$ cat src/rtl/cwp_cfg.svh
// Purpose: constants of the code write protection block
// Assumes: included by the top module only
// Notes:   register indices times four give the byte addresses
`ifndef CWP_CFG_SVH
`define CWP_CFG_SVH
// register indices on the bus
`define CWP_IDX_UID0        16'h8000
`define CWP_IDX_UID3        16'h8003
`define CWP_IDX_PARTID      16'h8006
`define CWP_IDX_CFG2        16'h8007
`define CWP_IDX_NVW         16'h8008
`define CWP_IDX_STAT        16'h8009
// configuration word fields
`define CWP_CFG2_LOWV_BIT   4'd13
`define CWP_CFG2_DEBUG_BIT  4'd12
`define CWP_CFG2_GUARD_MSB  4'd1
`define CWP_CFG1_PLOCK_BIT  4'd7
`define CWP_CFG1_ELOCK_BIT  4'd8
`define CWP_CFG_RESET       14'h3fff
// self-write guard codes and bounds
`define CWP_GUARD_OFF       2'b11
`define CWP_GUARD_BOOT      2'b10
`define CWP_GUARD_HALF      2'b01
`define CWP_GUARD_ALL       2'b00
`define CWP_BOOT_TOP        16'h01ff
`define CWP_HALF_TOP_8K     16'h0fff
`define CWP_HALF_TOP_16K    16'h1fff
`define CWP_TOP_8K          16'h1fff
`define CWP_TOP_16K         16'h3fff
// identity word fields
`define CWP_PART_LSB        4'd5
`define CWP_SILID_LSB       4'd0
// control register fields
`define CWP_NVW_GO_BIT      5'd31
`define CWP_NVW_EE_BIT      5'd16
// bus answers
`define CWP_RESP_OKAY       2'b00
`define CWP_RESP_SLVERR     2'b10
`endif

$ cat src/rtl/cwp_pkg.sv
// Purpose: types of the code write protection block
// Assumes: nothing
// Notes:   constants live in cwp_cfg.svh
package cwp_pkg;
  // request from the external programming interface
  typedef struct packed {
    logic        valid;
    logic        write;
    logic        erase;
    logic        eeprom;
    logic [15:0] addr;
    logic [13:0] wdata;
  } cwp_ext_req_type;
  // answer to the external programming interface
  typedef struct packed {
    logic        valid;
    logic        allow;
    logic        zero_data;
    logic [13:0] rdata;
  } cwp_ext_ans_type;
  // self-write strobe towards the nonvolatile arrays
  typedef struct packed {
    logic        valid;
    logic        eeprom;
    logic [15:0] addr;
  } cwp_nvw_type;
  // bulk erase strobes
  typedef struct packed {
    logic prog;
    logic eeprom;
  } cwp_erase_type;
  // capture state
  typedef enum logic [1:0] {
    CWP_WAIT = 2'b01,
    CWP_HELD = 2'b10
  } cwp_cap_type;
endpackage

$ cat src/rtl/cwp_uid_mem.sv
// Purpose: user identification words
// Assumes: one write and one read port on aclk
// Notes:   read data comes out of a register
`timescale 1ns/10ps
`default_nettype none
module cwp_uid_mem #(
  parameter int WIDTH = 14,
  parameter int DEPTH = 4,
  parameter int AW    = 2
) (
  // clock
  input  wire logic             aclk,
  // write port
  input  wire logic             we,
  input  wire logic [AW-1:0]    waddr,
  input  wire logic [WIDTH-1:0] wdata,
  // read port
  input  wire logic [AW-1:0]    raddr,
  output var  logic [WIDTH-1:0] rdata_r
);
  logic [WIDTH-1:0] mem_r [DEPTH];

  always_ff @(posedge aclk) begin
    if (we) begin
      mem_r[waddr] <= wdata;
    end
    rdata_r <= mem_r[raddr];
  end
endmodule // cwp_uid_mem
`default_nettype wire

$ cat src/rtl/cwp_guard.sv
// Purpose: protection and identification logic of the nonvolatile memories
// Assumes: external tool requests come from same-clock programming logic
// Notes:   configuration words are sampled once after reset release
//
// The AXI4-Lite interface to the registers was decided locally.
`timescale 1ns/10ps
`default_nettype none
`include "cwp_cfg.svh"
module cwp_guard
  import cwp_pkg::*;
#(
  parameter logic       BIG_ARRAY = 1'b0,    // 16K-word variant when set
  parameter logic [8:0] PART_ID   = 9'h0a5,  // arbitrary value
  parameter logic [4:0] SIL_ID    = 5'h01    // arbitrary value
) (
  // clock and reset
  input  wire logic                      aclk,
  input  wire logic                      aresetn,
  // axi4-lite write address and data
  input  wire logic [17:0]               awaddr,
  input  wire logic                      awvalid,
  output var  logic                      awready,
  input  wire logic [31:0]               wdata,
  input  wire logic [3:0]                wstrb,
  input  wire logic                      wvalid,
  output var  logic                      wready,
  // axi4-lite write response
  output var  logic [1:0]                bresp,
  output var  logic                      bvalid,
  input  wire logic                      bready,
  // axi4-lite read
  input  wire logic [17:0]               araddr,
  input  wire logic                      arvalid,
  output var  logic                      arready,
  output var  logic [31:0]               rdata,
  output var  logic [1:0]                rresp,
  output var  logic                      rvalid,
  input  wire logic                      rready,
  // nonvolatile configuration words
  input  wire logic [13:0]               cfg_word1,
  input  wire logic [13:0]               cfg_word2,
  input  wire logic                      lowv_entry,
  // external programming interface
  input  wire cwp_pkg::cwp_ext_req_type  ext_req,
  output var  cwp_pkg::cwp_ext_ans_type  ext_ans,
  output var  cwp_pkg::cwp_erase_type    ext_erase,
  // self-write strobe
  output var  cwp_pkg::cwp_nvw_type      nvw_out
);
  import cwp_pkg::*;

  localparam logic [15:0] HALF_TOP = BIG_ARRAY ? `CWP_HALF_TOP_16K : `CWP_HALF_TOP_8K;
  localparam logic [15:0] ARR_TOP  = BIG_ARRAY ? `CWP_TOP_16K : `CWP_TOP_8K;
  // captured configuration
  cwp_cap_type cap_state_r;
  logic        prog_lock_n_r;
  logic        ee_lock_n_r;
  logic [1:0]  guard_r;
  logic [13:0] cfg2_r;
  // bus state
  logic        aw_hold_r, w_hold_r, rd_stage_r;
  logic [15:0] aw_idx_r, ar_idx_r;
  logic [31:0] wdata_r;
  logic [3:0]  wstrb_r;
  logic        awready_r, wready_r, bvalid_r, arready_r, rvalid_r;
  logic [1:0]  bresp_r, rresp_r;
  logic [31:0] rdata_r;
  // self-write control
  logic [15:0] nvw_addr_r;
  logic        nvw_ee_r, nvw_done_r, nvw_ok_r;
  cwp_nvw_type     nvw_r;
  cwp_ext_ans_type ans_r;
  cwp_erase_type   erase_r;
  logic [13:0]     uid_rdata;

  // capture of configuration, once after reset release
  always_ff @(posedge aclk) begin
    if (!aresetn) begin
      cap_state_r   <= CWP_WAIT;
      prog_lock_n_r <= 1'b0;
      ee_lock_n_r   <= 1'b0;
      guard_r       <= `CWP_GUARD_ALL;
      cfg2_r        <= `CWP_CFG_RESET;
    end else begin
      case (cap_state_r)
        CWP_WAIT: begin
          prog_lock_n_r <= cfg_word1[`CWP_CFG1_PLOCK_BIT];
          ee_lock_n_r   <= cfg_word1[`CWP_CFG1_ELOCK_BIT];
          guard_r       <= cfg_word2[`CWP_CFG2_GUARD_MSB:0];
          cfg2_r        <= cfg_word2;
          cap_state_r   <= CWP_HELD;
        end
        CWP_HELD: cap_state_r <= CWP_HELD;
        default:  cap_state_r <= CWP_WAIT;
      endcase
    end
  end

  // self-write guard decode
  function automatic logic guard_blocks(input logic [1:0] g, input logic [15:0] a);
    logic [15:0] half;
    logic [15:0] top;
    half = BIG_ARRAY ? `CWP_HALF_TOP_16K : `CWP_HALF_TOP_8K;
    top  = BIG_ARRAY ? `CWP_TOP_16K : `CWP_TOP_8K;
    case (g)
      `CWP_GUARD_OFF:  guard_blocks = (a > top);
      `CWP_GUARD_BOOT: guard_blocks = (a <= `CWP_BOOT_TOP) || (a > top);
      `CWP_GUARD_HALF: guard_blocks = (a <= half) || (a > top);
      default:         guard_blocks = 1'b1;
    endcase
  endfunction

  wire held = (cap_state_r == CWP_HELD);

  // axi write path
  wire aw_take = awvalid & awready_r;
  wire w_take  = wvalid & wready_r;
  wire wr_fire = aw_hold_r & w_hold_r & ~bvalid_r;
  wire aw_hold_nxt = ~wr_fire & (aw_hold_r | aw_take);
  wire w_hold_nxt  = ~wr_fire & (w_hold_r | w_take);
  wire wr_full  = (wstrb_r == 4'hf);
  wire wr_uid   = (aw_idx_r >= `CWP_IDX_UID0) && (aw_idx_r <= `CWP_IDX_UID3);
  wire wr_nvw   = (aw_idx_r == `CWP_IDX_NVW);
  wire wr_ro    = (aw_idx_r == `CWP_IDX_PARTID) || (aw_idx_r == `CWP_IDX_CFG2) ||
                  (aw_idx_r == `CWP_IDX_STAT);
  wire wr_map   = wr_uid | wr_nvw | wr_ro;
  wire uid_we   = wr_fire & wr_uid & (wstrb_r[1:0] == 2'b11);
  wire nvw_go   = wr_fire & wr_nvw & wr_full & wdata_r[`CWP_NVW_GO_BIT];
  wire nvw_ee   = wdata_r[`CWP_NVW_EE_BIT];
  wire [15:0] nvw_a = wdata_r[15:0];
  // cpu writes: eeprom always, program only by guard
  wire nvw_allow = held & (nvw_ee | ~guard_blocks(guard_r, nvw_a));

  always_ff @(posedge aclk) begin
    if (!aresetn) begin
      aw_hold_r <= 1'b0;
      w_hold_r  <= 1'b0;
      awready_r <= 1'b0;
      wready_r  <= 1'b0;
      bvalid_r  <= 1'b0;
      bresp_r   <= `CWP_RESP_OKAY;
      aw_idx_r  <= 16'h0000;
      wdata_r   <= 32'h0000_0000;
      wstrb_r   <= 4'h0;
    end else begin
      aw_hold_r <= aw_hold_nxt;
      w_hold_r  <= w_hold_nxt;
      awready_r <= ~aw_hold_nxt;
      wready_r  <= ~w_hold_nxt;
      if (aw_take) begin
        aw_idx_r <= awaddr[17:2];
      end
      if (w_take) begin
        wdata_r <= wdata;
        wstrb_r <= wstrb;
      end
      if (wr_fire) begin
        bvalid_r <= 1'b1;
        bresp_r  <= wr_map ? `CWP_RESP_OKAY : `CWP_RESP_SLVERR;
      end else if (bready) begin
        bvalid_r <= 1'b0;
      end
    end
  end

  // self-write control register and strobe
  always_ff @(posedge aclk) begin
    if (!aresetn) begin
      nvw_addr_r <= 16'h0000;
      nvw_ee_r   <= 1'b0;
      nvw_done_r <= 1'b0;
      nvw_ok_r   <= 1'b0;
      nvw_r      <= '0;
    end else begin
      nvw_r.valid <= nvw_go & nvw_allow;
      if (nvw_go) begin
        nvw_addr_r   <= nvw_a;
        nvw_ee_r     <= nvw_ee;
        nvw_done_r   <= 1'b1;
        nvw_ok_r     <= nvw_allow;
        nvw_r.eeprom <= nvw_ee;
        nvw_r.addr   <= nvw_a;
      end
    end
  end

  // axi read path, two cycles from address to data
  wire ar_take = arvalid & arready_r;
  wire [1:0] uid_raddr = ar_take ? araddr[3:2] : ar_idx_r[1:0];
  wire [15:0] ri = ar_idx_r;
  wire rd_uid = (ri >= `CWP_IDX_UID0) && (ri <= `CWP_IDX_UID3);
  wire [13:0] part_word = {PART_ID, SIL_ID};
  wire [31:0] stat_word = {26'h0000000, lowv_entry, held, guard_r, ee_lock_n_r, prog_lock_n_r};
  wire [31:0] nvw_word  = {14'h0000, nvw_ok_r, nvw_ee_r, nvw_addr_r};
  wire [31:0] rd_mux =
      rd_uid                        ? {18'h00000, uid_rdata} :
      (ri == `CWP_IDX_PARTID)       ? {18'h00000, part_word} :
      (ri == `CWP_IDX_CFG2)         ? {18'h00000, cfg2_r} :
      (ri == `CWP_IDX_NVW)          ? {nvw_word[31:17], nvw_done_r, nvw_word[15:0]} :
      (ri == `CWP_IDX_STAT)         ? stat_word : 32'h0000_0000;
  wire rd_map = rd_uid || (ri == `CWP_IDX_PARTID) || (ri == `CWP_IDX_CFG2) ||
                (ri == `CWP_IDX_NVW) || (ri == `CWP_IDX_STAT);

  always_ff @(posedge aclk) begin
    if (!aresetn) begin
      arready_r  <= 1'b0;
      rd_stage_r <= 1'b0;
      rvalid_r   <= 1'b0;
      rdata_r    <= 32'h0000_0000;
      rresp_r    <= `CWP_RESP_OKAY;
      ar_idx_r   <= 16'h0000;
    end else begin
      rd_stage_r <= ar_take;
      arready_r  <= ~ar_take & ~rd_stage_r & (~rvalid_r | rready) & ~arready_r;
      if (ar_take) begin
        ar_idx_r <= araddr[17:2];
      end
      if (rd_stage_r) begin
        rvalid_r <= 1'b1;
        rdata_r  <= rd_mux;
        rresp_r  <= rd_map ? `CWP_RESP_OKAY : `CWP_RESP_SLVERR;
      end else if (rready) begin
        rvalid_r <= 1'b0;
      end
    end
  end

  // user identification store
  cwp_uid_mem #(
    .WIDTH (14),
    .DEPTH (4),
    .AW    (2)
  ) u_uid (
    .aclk    (aclk),
    .we      (uid_we),
    .waddr   (aw_idx_r[1:0]),
    .wdata   (wdata_r[13:0]),
    .raddr   (uid_raddr),
    .rdata_r (uid_rdata)
  );

  // external tool gating
  wire x_cfg    = ext_req.addr[15] & ~ext_req.eeprom;
  wire x_prog   = ~ext_req.eeprom & ~x_cfg;
  wire x_ee     = ext_req.eeprom;
  wire x_id     = x_cfg & (ext_req.addr == `CWP_IDX_PARTID);
  wire x_cfg2   = x_cfg & (ext_req.addr == `CWP_IDX_CFG2);
  wire x_lowv_clr = ext_req.write & x_cfg2 & ~ext_req.wdata[`CWP_CFG2_LOWV_BIT] & lowv_entry;
  wire x_allow =
      ~held                      ? 1'b0 :
      x_ee                       ? ee_lock_n_r :
      x_prog                     ? (prog_lock_n_r | ~ext_req.write) :
      x_id                       ? ~ext_req.write :
      x_lowv_clr                 ? 1'b0 : 1'b1;
  wire x_zero = x_prog & ~ext_req.write & ~prog_lock_n_r;
  wire [13:0] x_rdata = x_id ? part_word : x_cfg2 ? cfg2_r : 14'h0000;

  always_ff @(posedge aclk) begin
    if (!aresetn) begin
      ans_r   <= '0;
      erase_r <= '0;
    end else begin
      ans_r.valid <= ext_req.valid & ~ext_req.erase;
      if (ext_req.valid & ~ext_req.erase) begin
        ans_r.allow     <= x_allow;
        ans_r.zero_data <= x_zero;
        ans_r.rdata     <= ext_req.write ? 14'h0000 : x_rdata;
      end
      // bulk erase clears its array, a program erase also a locked eeprom; the locks are kept
      erase_r.prog   <= ext_req.valid & ext_req.erase & ~ext_req.eeprom;
      erase_r.eeprom <= ext_req.valid & ext_req.erase & (ext_req.eeprom | ~ee_lock_n_r);
    end
  end

  // output drive
  assign awready   = awready_r;
  assign wready    = wready_r;
  assign bvalid    = bvalid_r;
  assign bresp     = bresp_r;
  assign arready   = arready_r;
  assign rvalid    = rvalid_r;
  assign rdata     = rdata_r;
  assign rresp     = rresp_r;
  assign ext_ans   = ans_r;
  assign ext_erase = erase_r;
  assign nvw_out   = nvw_r;

  // checks
  a_guard_all_deny: assert property (@(posedge aclk) disable iff (!aresetn)
    nvw_go && !nvw_ee && guard_r == `CWP_GUARD_ALL |=> !nvw_out.valid)
    else $error("self-write passed with full guard");
  a_guard_off_pass: assert property (@(posedge aclk) disable iff (!aresetn)
    nvw_go && held && guard_r == `CWP_GUARD_OFF && nvw_a <= ARR_TOP |=> nvw_out.valid)
    else $error("self-write refused with guard off");
  a_guard_boot: assert property (@(posedge aclk) disable iff (!aresetn)
    nvw_go && held && !nvw_ee && guard_r == `CWP_GUARD_BOOT |=>
      nvw_out.valid == ($past(nvw_a) > `CWP_BOOT_TOP && $past(nvw_a) <= ARR_TOP))
    else $error("boot guard bound wrong");
  a_guard_half: assert property (@(posedge aclk) disable iff (!aresetn)
    nvw_go && held && !nvw_ee && guard_r == `CWP_GUARD_HALF |=>
      nvw_out.valid == ($past(nvw_a) > HALF_TOP && $past(nvw_a) <= ARR_TOP))
    else $error("half guard bound wrong");
  a_cpu_ee_free: assert property (@(posedge aclk) disable iff (!aresetn)
    nvw_go && held && nvw_ee |=> nvw_out.valid)
    else $error("cpu eeprom write refused");
  a_prog_zero: assert property (@(posedge aclk) disable iff (!aresetn)
    ext_req.valid && !ext_req.erase && held && !prog_lock_n_r && x_prog |=>
      ext_ans.valid && (ext_ans.allow == !$past(ext_req.write)) &&
      (ext_ans.zero_data == !$past(ext_req.write)))
    else $error("program lock not applied");
  a_ee_lock: assert property (@(posedge aclk) disable iff (!aresetn)
    ext_req.valid && !ext_req.erase && held && !ee_lock_n_r && ext_req.eeprom |=>
      ext_ans.valid && !ext_ans.allow)
    else $error("eeprom lock not applied");
  a_lowv_keep: assert property (@(posedge aclk) disable iff (!aresetn)
    ext_req.valid && !ext_req.erase && x_lowv_clr |=> !ext_ans.allow)
    else $error("low-voltage bit cleared in low-voltage mode");
  a_id_read: assert property (@(posedge aclk) disable iff (!aresetn)
    ext_req.valid && !ext_req.erase && !ext_req.write && x_id && held |=>
      ext_ans.allow && ext_ans.rdata[13:5] == PART_ID && ext_ans.rdata[4:0] == SIL_ID)
    else $error("identity word read wrong");
  a_cfg_held: assert property (@(posedge aclk) disable iff (!aresetn)
    held |=> $stable(guard_r) && $stable(prog_lock_n_r) && $stable(ee_lock_n_r))
    else $error("captured configuration changed");
  a_erase_prog: assert property (@(posedge aclk) disable iff (!aresetn)
    ext_req.valid && ext_req.erase && !ext_req.eeprom |=> ext_erase.prog)
    else $error("program erase missing");
  c_self_write: cover property (@(posedge aclk) disable iff (!aresetn) nvw_out.valid);
  c_ext_zero:   cover property (@(posedge aclk) disable iff (!aresetn) ext_ans.zero_data);
  c_uid_write:  cover property (@(posedge aclk) disable iff (!aresetn) uid_we);
  c_ee_erase:   cover property (@(posedge aclk) disable iff (!aresetn) ext_erase.eeprom);
endmodule // cwp_guard
`default_nettype wire

$ cat config.mk
export PLATFORM = sky130hd
export DESIGN_NAME = cwp_guard
export DESIGN_NICKNAME = d
export VERILOG_FILES = /design/src/rtl/cwp_pkg.sv /design/src/rtl/cwp_uid_mem.sv /design/src/rtl/cwp_guard.sv
export VERILOG_INCLUDE_DIRS = /design/src /design/src/rtl
export SDC_FILE = /design/constraint.sdc
export NUM_CORES = 1
export LEC_CHECK = 0
export BUFFER_PORTS_ARGS = -buffer_cell sky130_fd_sc_hd__buf_2
export CAP_MARGIN = 30
export CORE_MARGIN = 5
export CORE_UTILIZATION = 47
export DETAILED_ROUTE_END_ITERATION = 8
export PLACE_DENSITY = 0.74
export SYNTH_ARGS = -nofsm -noshare
export SYNTH_HDL_FRONTEND = slang
export SYNTH_SLANG_ARGS = --single-unit
$ cat constraint.sdc
create_clock -name aclk -period 2.4 [get_ports aclk]
set_clock_uncertainty 0.05 [all_clocks]
set_input_delay 0.24 -clock aclk [delete_from_list [all_inputs] [get_ports aclk]]
set_output_delay 0.24 -clock aclk [all_outputs]
set_load 0.02 [all_outputs]
==> out/results.tsv, run 1 <==
stage	metric	value	unit
run_status	status	finished, final reports clean	
worst_setup_path	Data required, critical path	2.72	ns
clock_tree	CTS root buffer	clkbuf_16	
clock_tree	total CTS buffers	22	
pwr	Power Internal	6.033	mW
drt	DR DRC count	0	
floorplanning	initial core utilization	48.28	%
drt	final WL	20600	µm
flow_run	max-cap viol count	0	
cells_and_area	final net count	1141	
pwr	sw power	1.964	mW
synth	Mapped Area	0.008063	mm²
pwr	Cell Pwr Density	767.3	mW/mm²
drt	via-per-instance ratio	5.119	
synth	Post-synth EDFFs	56	
synth	FF+latch count, synth	211	
floorplanning	Die W	141.0	µm
timing	Final min period	1.982	ns
cells_and_area	ant diodes	0	
global_routing	vias in the first global route	6143	
cells_and_area	P&R area growth vs syn	29.25	%
pwr	Leak	4.365	nW
timing	f_max	0.5044	GHz
worst_setup_path	CP top delay family	multiplexers	
worst_setup_path	Crit Path Max Fanout	16	
clock_tree	CTS tree	done	
synth	post-synth top area share	38.49	%
synth	synth unique cells	55	
worst_setup_path	Worst path slowest cell	mux4_1	
floorplanning	# IOs	220	
timing	Worst slew margin	49.04	%
timing	Final setup viols	0	
worst_setup_path	Critical path buffers and inverters	1	
timing	period utilization	82.60	%
global_routing	largest net degree at the start of global routing	47	
cells_and_area	layout cells sized above 1	22.40	%
cells_and_area	Post-Layout Cell Count	1229	
synth	Synth area leaders	dfxtp_1 38%, edfxtp_1 21%, nand2_1 6.7%, a21oi_1 5.5%, mux2i_1 4.5%	
synth	ys async rst share	0	%
clock_tree	setup bufs post-CTS	0	
clock_tree	H-tree depth	1	
clock_tree	CTS clk-pin slew, worst paths	0.06	ns
drt	Initial DRT Pass Iterations	4	
pwr	maximum vdd drop	589.4	µV
worst_setup_path	Critical Path Max Stage Delay	0.60	ns
clock_tree	post_cts resized	0	
timing	setup TNS	0	ns
clock_tree	clock buffer depth	3	
timing	Final Hold Fails	0	
drt	Detail Route Antenna Nets	0	
clock_tree	clk_lat worst skew	0.51	ns
global_routing	GRT overflow	0	
pwr	Clk pwr share	38.5	%
pwr	total chip power	7.996	mW
global_routing	GRT Resource Usage Total	20.31	%
worst_setup_path	CP Capture Type	flop	
synth	share of the yosys chip area belonging to registers	59.34	%
pwr	Sw Ratio	24.56	%
drt	vias	6291	
synth	syn_area_per_cell	10.57	µm²
worst_setup_path	worst path cell trace	and2_4 > mux2i_4 > buf_4 > mux4_1	
cells_and_area	Layout Utilization	62.40	%
worst_setup_path	critical path class	flop to flop	
place	placed wire-length estimate	13880	µm
synth	Cells after Synth	763	
timing	unrepaired setup endpoints after global routing	false	
floorplanning	die height	141.0	µm
global_routing	first-pass GRT wire length	32390	µm
place	# port buffers	160	
floorplanning	Core ar.	0.01670	mm²
worst_hold_path	Hold Path Class	input pin to flop	
worst_setup_path	R2R setup slack	0.42	ns
place	placed cells	1116	
drt	WL/cell	16.76	µm
worst_setup_path	CP startpoint kind	flop	
cells_and_area	FILL cells	1349	
synth	area leader, netlist	dfxtp_1	
clock_tree	Clock Sinks	211	
floorplanning	# rows	47	
drt	DRT iter0 DRCs	352	
pwr	Flop pwr share	50.1	%
synth	yosys warns	0	
floorplanning	die area	0.01987	mm²
pwr	Gate power share	11.3	%
synth	main flop type after synthesis	dfxtp_1	
place	routability cong.	0.8219	
worst_setup_path	CP Data Arrival Time	2.30	ns
global_routing	initial antenna violation count	0	
timing	Worst-Margin Slew	0.7626	ns
timing	Slew Viols, Final	0	
[worst reg2reg max path: cells and delay by family (launching register included)]
family | cells | cell delay [ns]
muxes | 2 | 0.86
DFF | 1 | 0.36
buffers and inverters | 1 | 0.30
and+or+nand+nor | 1 | 0.29
[cells by family (layout without fill, tap and decap cells)]
family	Yosys count	after routing	synth area share [%]
mux	51	51	8.892
simple gates	277	277	16.31
fa+ha+maj	5	5	0.7759
compound gates	148	148	10.27
buf+inv	70	301	4.360
flops	211	211	59.34
other cells	1	16	0.04651
[layout by cell type (no fill, tap or decap), drive strengths merged, types with 4 or more instances in the layout]
| cell type | n |
|---|---|
| a21oi | 88 |
| a22oi | 10 |
| a31oi | 5 |
| and2 | 4 |
| buf | 177 |
| clkbuf | 35 |
| clkinv | 5 |
| conb | 16 |
| dfxtp | 155 |
| dlygate4sd3 | 74 |
| edfxtp | 56 |
| ha | 5 |
| inv | 10 |
| mux2i | 37 |
| mux4 | 14 |
| nand2 | 144 |
| nand2b | 12 |
| nand3 | 15 |
| nand4 | 6 |
| nor2 | 59 |
| nor3 | 8 |
| nor4 | 8 |
| nor4b | 4 |
| o21ai | 28 |
[power groups by stage]
stage	logic (mW)	registers, mW	clock network [mW]
final	0.908	4.01	3.08
after global routing	1.01	4.03	3.31
after CTS	0.905	4.01	3.15
after detailed placement	0.806	4.08	0
after global placement	0.789	4.08	0
after floorplan	0.598	4.03	0
[final timing paths]
path / from / end / cells after the start
worst max-delay path: arready$_SDFF_PN0_ / u_uid.rdata_r[7]$_DFF_P_ / 4
worst min-delay path: lowv_entry / rdata[5]$_SDFFE_PN0P_ / 3
worst max register to register: arready$_SDFF_PN0_ / u_uid.rdata_r[7]$_DFF_P_ / 4
worst min register to register: ext_ans[10]$_SDFFE_PN0P_ / ext_ans[10]$_SDFFE_PN0P_ / 2
[final cells by class]
| class | instances | area [µm²] | share of cell area, % |
|---|---|---|---|
| Clock buffer | 35 | 619.3 | 5.943 |
| Clock inverter | 4 | 30.03 | 0.2882 |
| Inverter | 11 | 42.54 | 0.4082 |
| Multi-Input combinational cell | 497 | 2988 | 28.67 |
| Sequential cell | 211 | 4785 | 45.91 |
| Tap cell | 220 | 275.3 | 2.641 |
| Timing Repair Buffer | 251 | 1682 | 16.14 |
[synthesized netlist by cell type, types with 6 or more instances]
library cell,instances
dfxtp_1,155
nand2_1,144
a21oi_1,88
nor2_1,59
edfxtp_1,56
mux2i_1,36
clkbuf_1,34
o21ai_0,25
buf_4,17
nand3_1,14
nand2b_1,12
a22oi_1,10
inv_1,10
mux4_2,9
nand4_1,6
nor3_1,6
[state kept, by name, summed over array words and instances, names as in the netlist, 2 cells and up]
register,count
cfg2_r,14
nvw_out,18
rdata,18
u_uid.rdata_r,14
guard_r,2
aw_idx_r,16
wdata_r,18
ext_erase,2
ar_idx_r,16
ext_ans,17
wstrb_r,4
cap_state_r,2
u_uid.mem_r,56
[stage by stage]
| step | hold WS (ns) | instance area, µm² | setup slack (ns) |
|---|---|---|---|
| 2_1_floorplan | 0.2624 | 8124 | 0.2917 |
| 3_3_place_gp | 0.3830 | 9031 | 0.4494 |
| 3_5_place_dp | 0.3913 | 9031 | 0.4106 |
| 4_1_cts | 0.04239 | 10420 | 0.3983 |
| 5_1_grt | 0.04270 | 10420 | 0.2972 |
| 6_report | 0.05749 | 10420 | 0.4175 |
[metal layers]
metal  wire, µm  global-route usage (%)  vias to the layer above
li1           -                       -                     3108
met1       8217                   25.57                     2939
met2      10530                   35.79                      207
met3       1423                   4.030                       37
met4        433                   5.405                        0
met5          0                       0                        -
[what timing repair did]
item / CTS / global route
hold buffers: 74 / 0
hold endpoints to repair: 74 / 0
setup endpoints to repair: 0 / 0
Note: power is estimated with default switching activity, not from simulation.
==> run 2, diff against run 1 <==
Settings changed: CORE_UTILIZATION 47 to 51, PLACE_DENSITY 0.74 to 0.76.
Clock period 2.4 ns to 2.05 ns, I/O delays scaled along.
==> run 2 against run 1 <==
Core utilization rose by 5.2 points; global-route usage rose by 1.7 points; die area fell by 7.3%; hold slack got worse by 0.013 ns; critical endpoint is now u_uid.mem_r[0][2]$_DFFE_PP_; clock-buffer cell count fell by 9; maximum frequency rose by 5.2%.
==> out/results.tsv, run 2 (synthesis results as in run 1) <==
stage	metric	value	unit	change
floorplanning	initial core utilization	51.31	%	+3.0 points
global_routing	largest net degree at the start of global routing	52		+11%
cells_and_area	design area	0.01062	mm²	+1.9%
cells_and_area	ant diodes	0		unchanged
floorplanning	die area	0.01842	mm²	-7.3%
global_routing	initial antenna violation count	0		unchanged
place	# port buffers	160		unchanged
drt	DR DRC count	0		unchanged
drt	Detail Route Antenna Nets	0		unchanged
pwr	Cell Pwr Density	909.1	mW/mm²	+18%
cells_and_area	Post-Layout Cell Count	1234		+0.41%
place	dpl cell area	0.009150	mm²	+1.3%
flow_run	max-cap viol count	0		unchanged
place	DP Worst Slack	0.1547	ns	-0.2559 ns
worst_hold_path	Hold Path Class	input pin to flop		
timing	Final setup viols	0		unchanged
cells_and_area	Reg with most FFs	u_uid.mem_r		
worst_setup_path	CP startpoint kind	flop		
timing	unrepaired setup endpoints after global routing	false		
cells_and_area	Layout Utilization	67.56	%	+5.2 points
global_routing	GRT Resource Usage Total	21.99	%	+1.7 points
drt	final WL	20790	µm	+0.93%
pwr	Leak	4.460	nW	+2.2%
cells_and_area	most common cell after layout, fill and taps aside	buf_2		
global_routing	first-pass GRT wire length	32400	µm	about the same
drt	WL met2	10470	µm	-0.56%
place	routability cong.	0.8922		+8.6%
global_routing	vias in the first global route	6415		+4.4%
drt	top layer in use	met4		
worst_setup_path	Setup crit end	u_uid.mem_r[0][2]$_DFFE_PP_		
cells_and_area	final net count	1149		+0.70%
worst_setup_path	CP Data Arrival Time	2.04	ns	-0.26 ns
worst_setup_path	FF-to-FF path depth	5		+1
clock_tree	total CTS buffers	22		unchanged
timing	period utilization	91.95	%	+9.3 points
cells_and_area	most frequent cells in the layout	160 x buf_2, 155 x dfxtp_1, 144 x nand2_1		
floorplanning	# rows	46		-2.1%
drt	via-per-instance ratio	5.192		+1.4%
drt	Met1 Wirelength	8559	µm	+4.2%
clock_tree	H-tree depth	1		unchanged
timing	Slew Viols, Final	0		unchanged
floorplanning	Core ar.	0.01571	mm²	-5.9%
floorplanning	Die W	135.7	µm	-3.7%
worst_setup_path	Crit Path Max Fanout	14		-2
timing	Final Hold Fails	0		unchanged
timing	Final min period	1.885	ns	-0.09744 ns
clock_tree	CTS tree	done		
worst_setup_path	crit path from	aw_idx_r[10]$_SDFFE_PN0P_		
worst_setup_path	Reg-to-Reg Start	aw_idx_r[10]$_SDFFE_PN0P_		
clock_tree	clk_lat worst skew	0.50	ns	about the same
worst_setup_path	R2R setup slack	0.16	ns	-0.25 ns
cells_and_area	layout cells sized above 1	24.07	%	+1.7 points
timing	WHS	0.04402	ns	-0.01347 ns
clock_tree	clock buffer depth	3		unchanged
worst_setup_path	Data required, critical path	2.20	ns	-0.52 ns
pwr	maximum vdd drop	576.3	µV	-2.2%
cells_and_area	max reg flops	56		unchanged
clock_tree	CTS clk-pin slew, worst paths	0.07	ns	about the same
timing	Worst-Margin Slew	0.7924	ns	+0.02981 ns
cells_and_area	P&R area growth vs syn	31.66	%	
global_routing	GRT overflow	0		unchanged
timing	setup ws final	0.1650	ns	-0.2526 ns
clock_tree	Clock Sinks	211		unchanged
place	placed cells	1119		+0.27%
drt	WL/cell	16.85	µm	+0.52%
drt	met3 routed WL	1284	µm	-9.8%
timing	setup TNS	0	ns	unchanged
pwr	total chip power	9.651	mW	+21%
timing	Worst slew margin	47.05	%	-2.0 points
floorplanning	die height	135.7	µm	-3.7%
clock_tree	CTS root buffer	clkbuf_16		
place	placed wire-length estimate	13910	µm	+0.22%
drt	Initial DRT Pass Iterations	5		+1
worst_setup_path	critical path class	flop to flop		
floorplanning	# IOs	220		unchanged
timing	f_max	0.5305	GHz	+5.2%
worst_setup_path	reg2reg end	u_uid.mem_r[0][2]$_DFFE_PP_		
drt	vias	6407		+1.8%
drt	DRT iter0 DRCs	464		+32%
run_status	status	finished, final reports clean		
worst_setup_path	CP Capture Type	flop		
[run 2: timing repair]
| action | 4_1_cts | 5_1_grt |
|---|---|---|
| buffers inserted | 0 | 0 |
| gates resized for setup | 0 | 1 |
| hold endpoints to repair | 76 | 0 |
| hold buffers | 75 | 0 |
| endpoints found under the setup margin | 0 | 56 |
[run 2: layout make-up]
class | instances | area [µm²]
fill | 1173 | 5097
sequential | 211 | 4785
multi-input combinational | 497 | 3003
timing repair buffer | 259 | 1807
clock buffer | 26 | 606.8
tap | 216 | 270.3
clock inverter | 14 | 101.3
inverter | 11 | 42.54
[run 2: how the worst min path moves through the flow]
stage / startpoint / slack [ns] / cells past startpoint / end
after global routing: ext_req[29] / 0.07 / 4 / ext_ans[14]$_SDFFE_PN0P_
final: ext_req[29] / 0.04 / 4 / ext_ans[14]$_SDFFE_PN0P_
after CTS: lowv_entry / 0.02 / 3 / rdata[5]$_SDFFE_PN0P_
after detailed placement: cfg_word2[12] / 0.37 / 3 / cfg2_r[12]$_SDFFE_PN1N_
after floorplan: ext_req[30] / 0.23 / 1 / ext_erase[1]$_SDFF_PN0_
after global placement: cfg_word2[4] / 0.37 / 3 / cfg2_r[4]$_SDFFE_PN1N_
[run 2: where the power goes]
group	leakage, nW	switching (mW)	internal [mW]
sequential	1.83	0.192	4.49
combinational	2.28	0.583	0.530
clock	0.352	1.61	2.25
[run 2: layer usage]
metal	GRT usage [%]	up-vias
li1	-	3130
met1	27.20	3024
met2	39.35	218
met3	3.306	35
met4	7.391	0
met5	0	-
[run 2: critical path, cell delays in order (launching register included)]
cell and delay [ns]:
dfxtp_1 0.33, nor4_2 0.32, and3_1 0.25, and3b_1 0.22, nor3b_4 0.23, buf_12 0.18
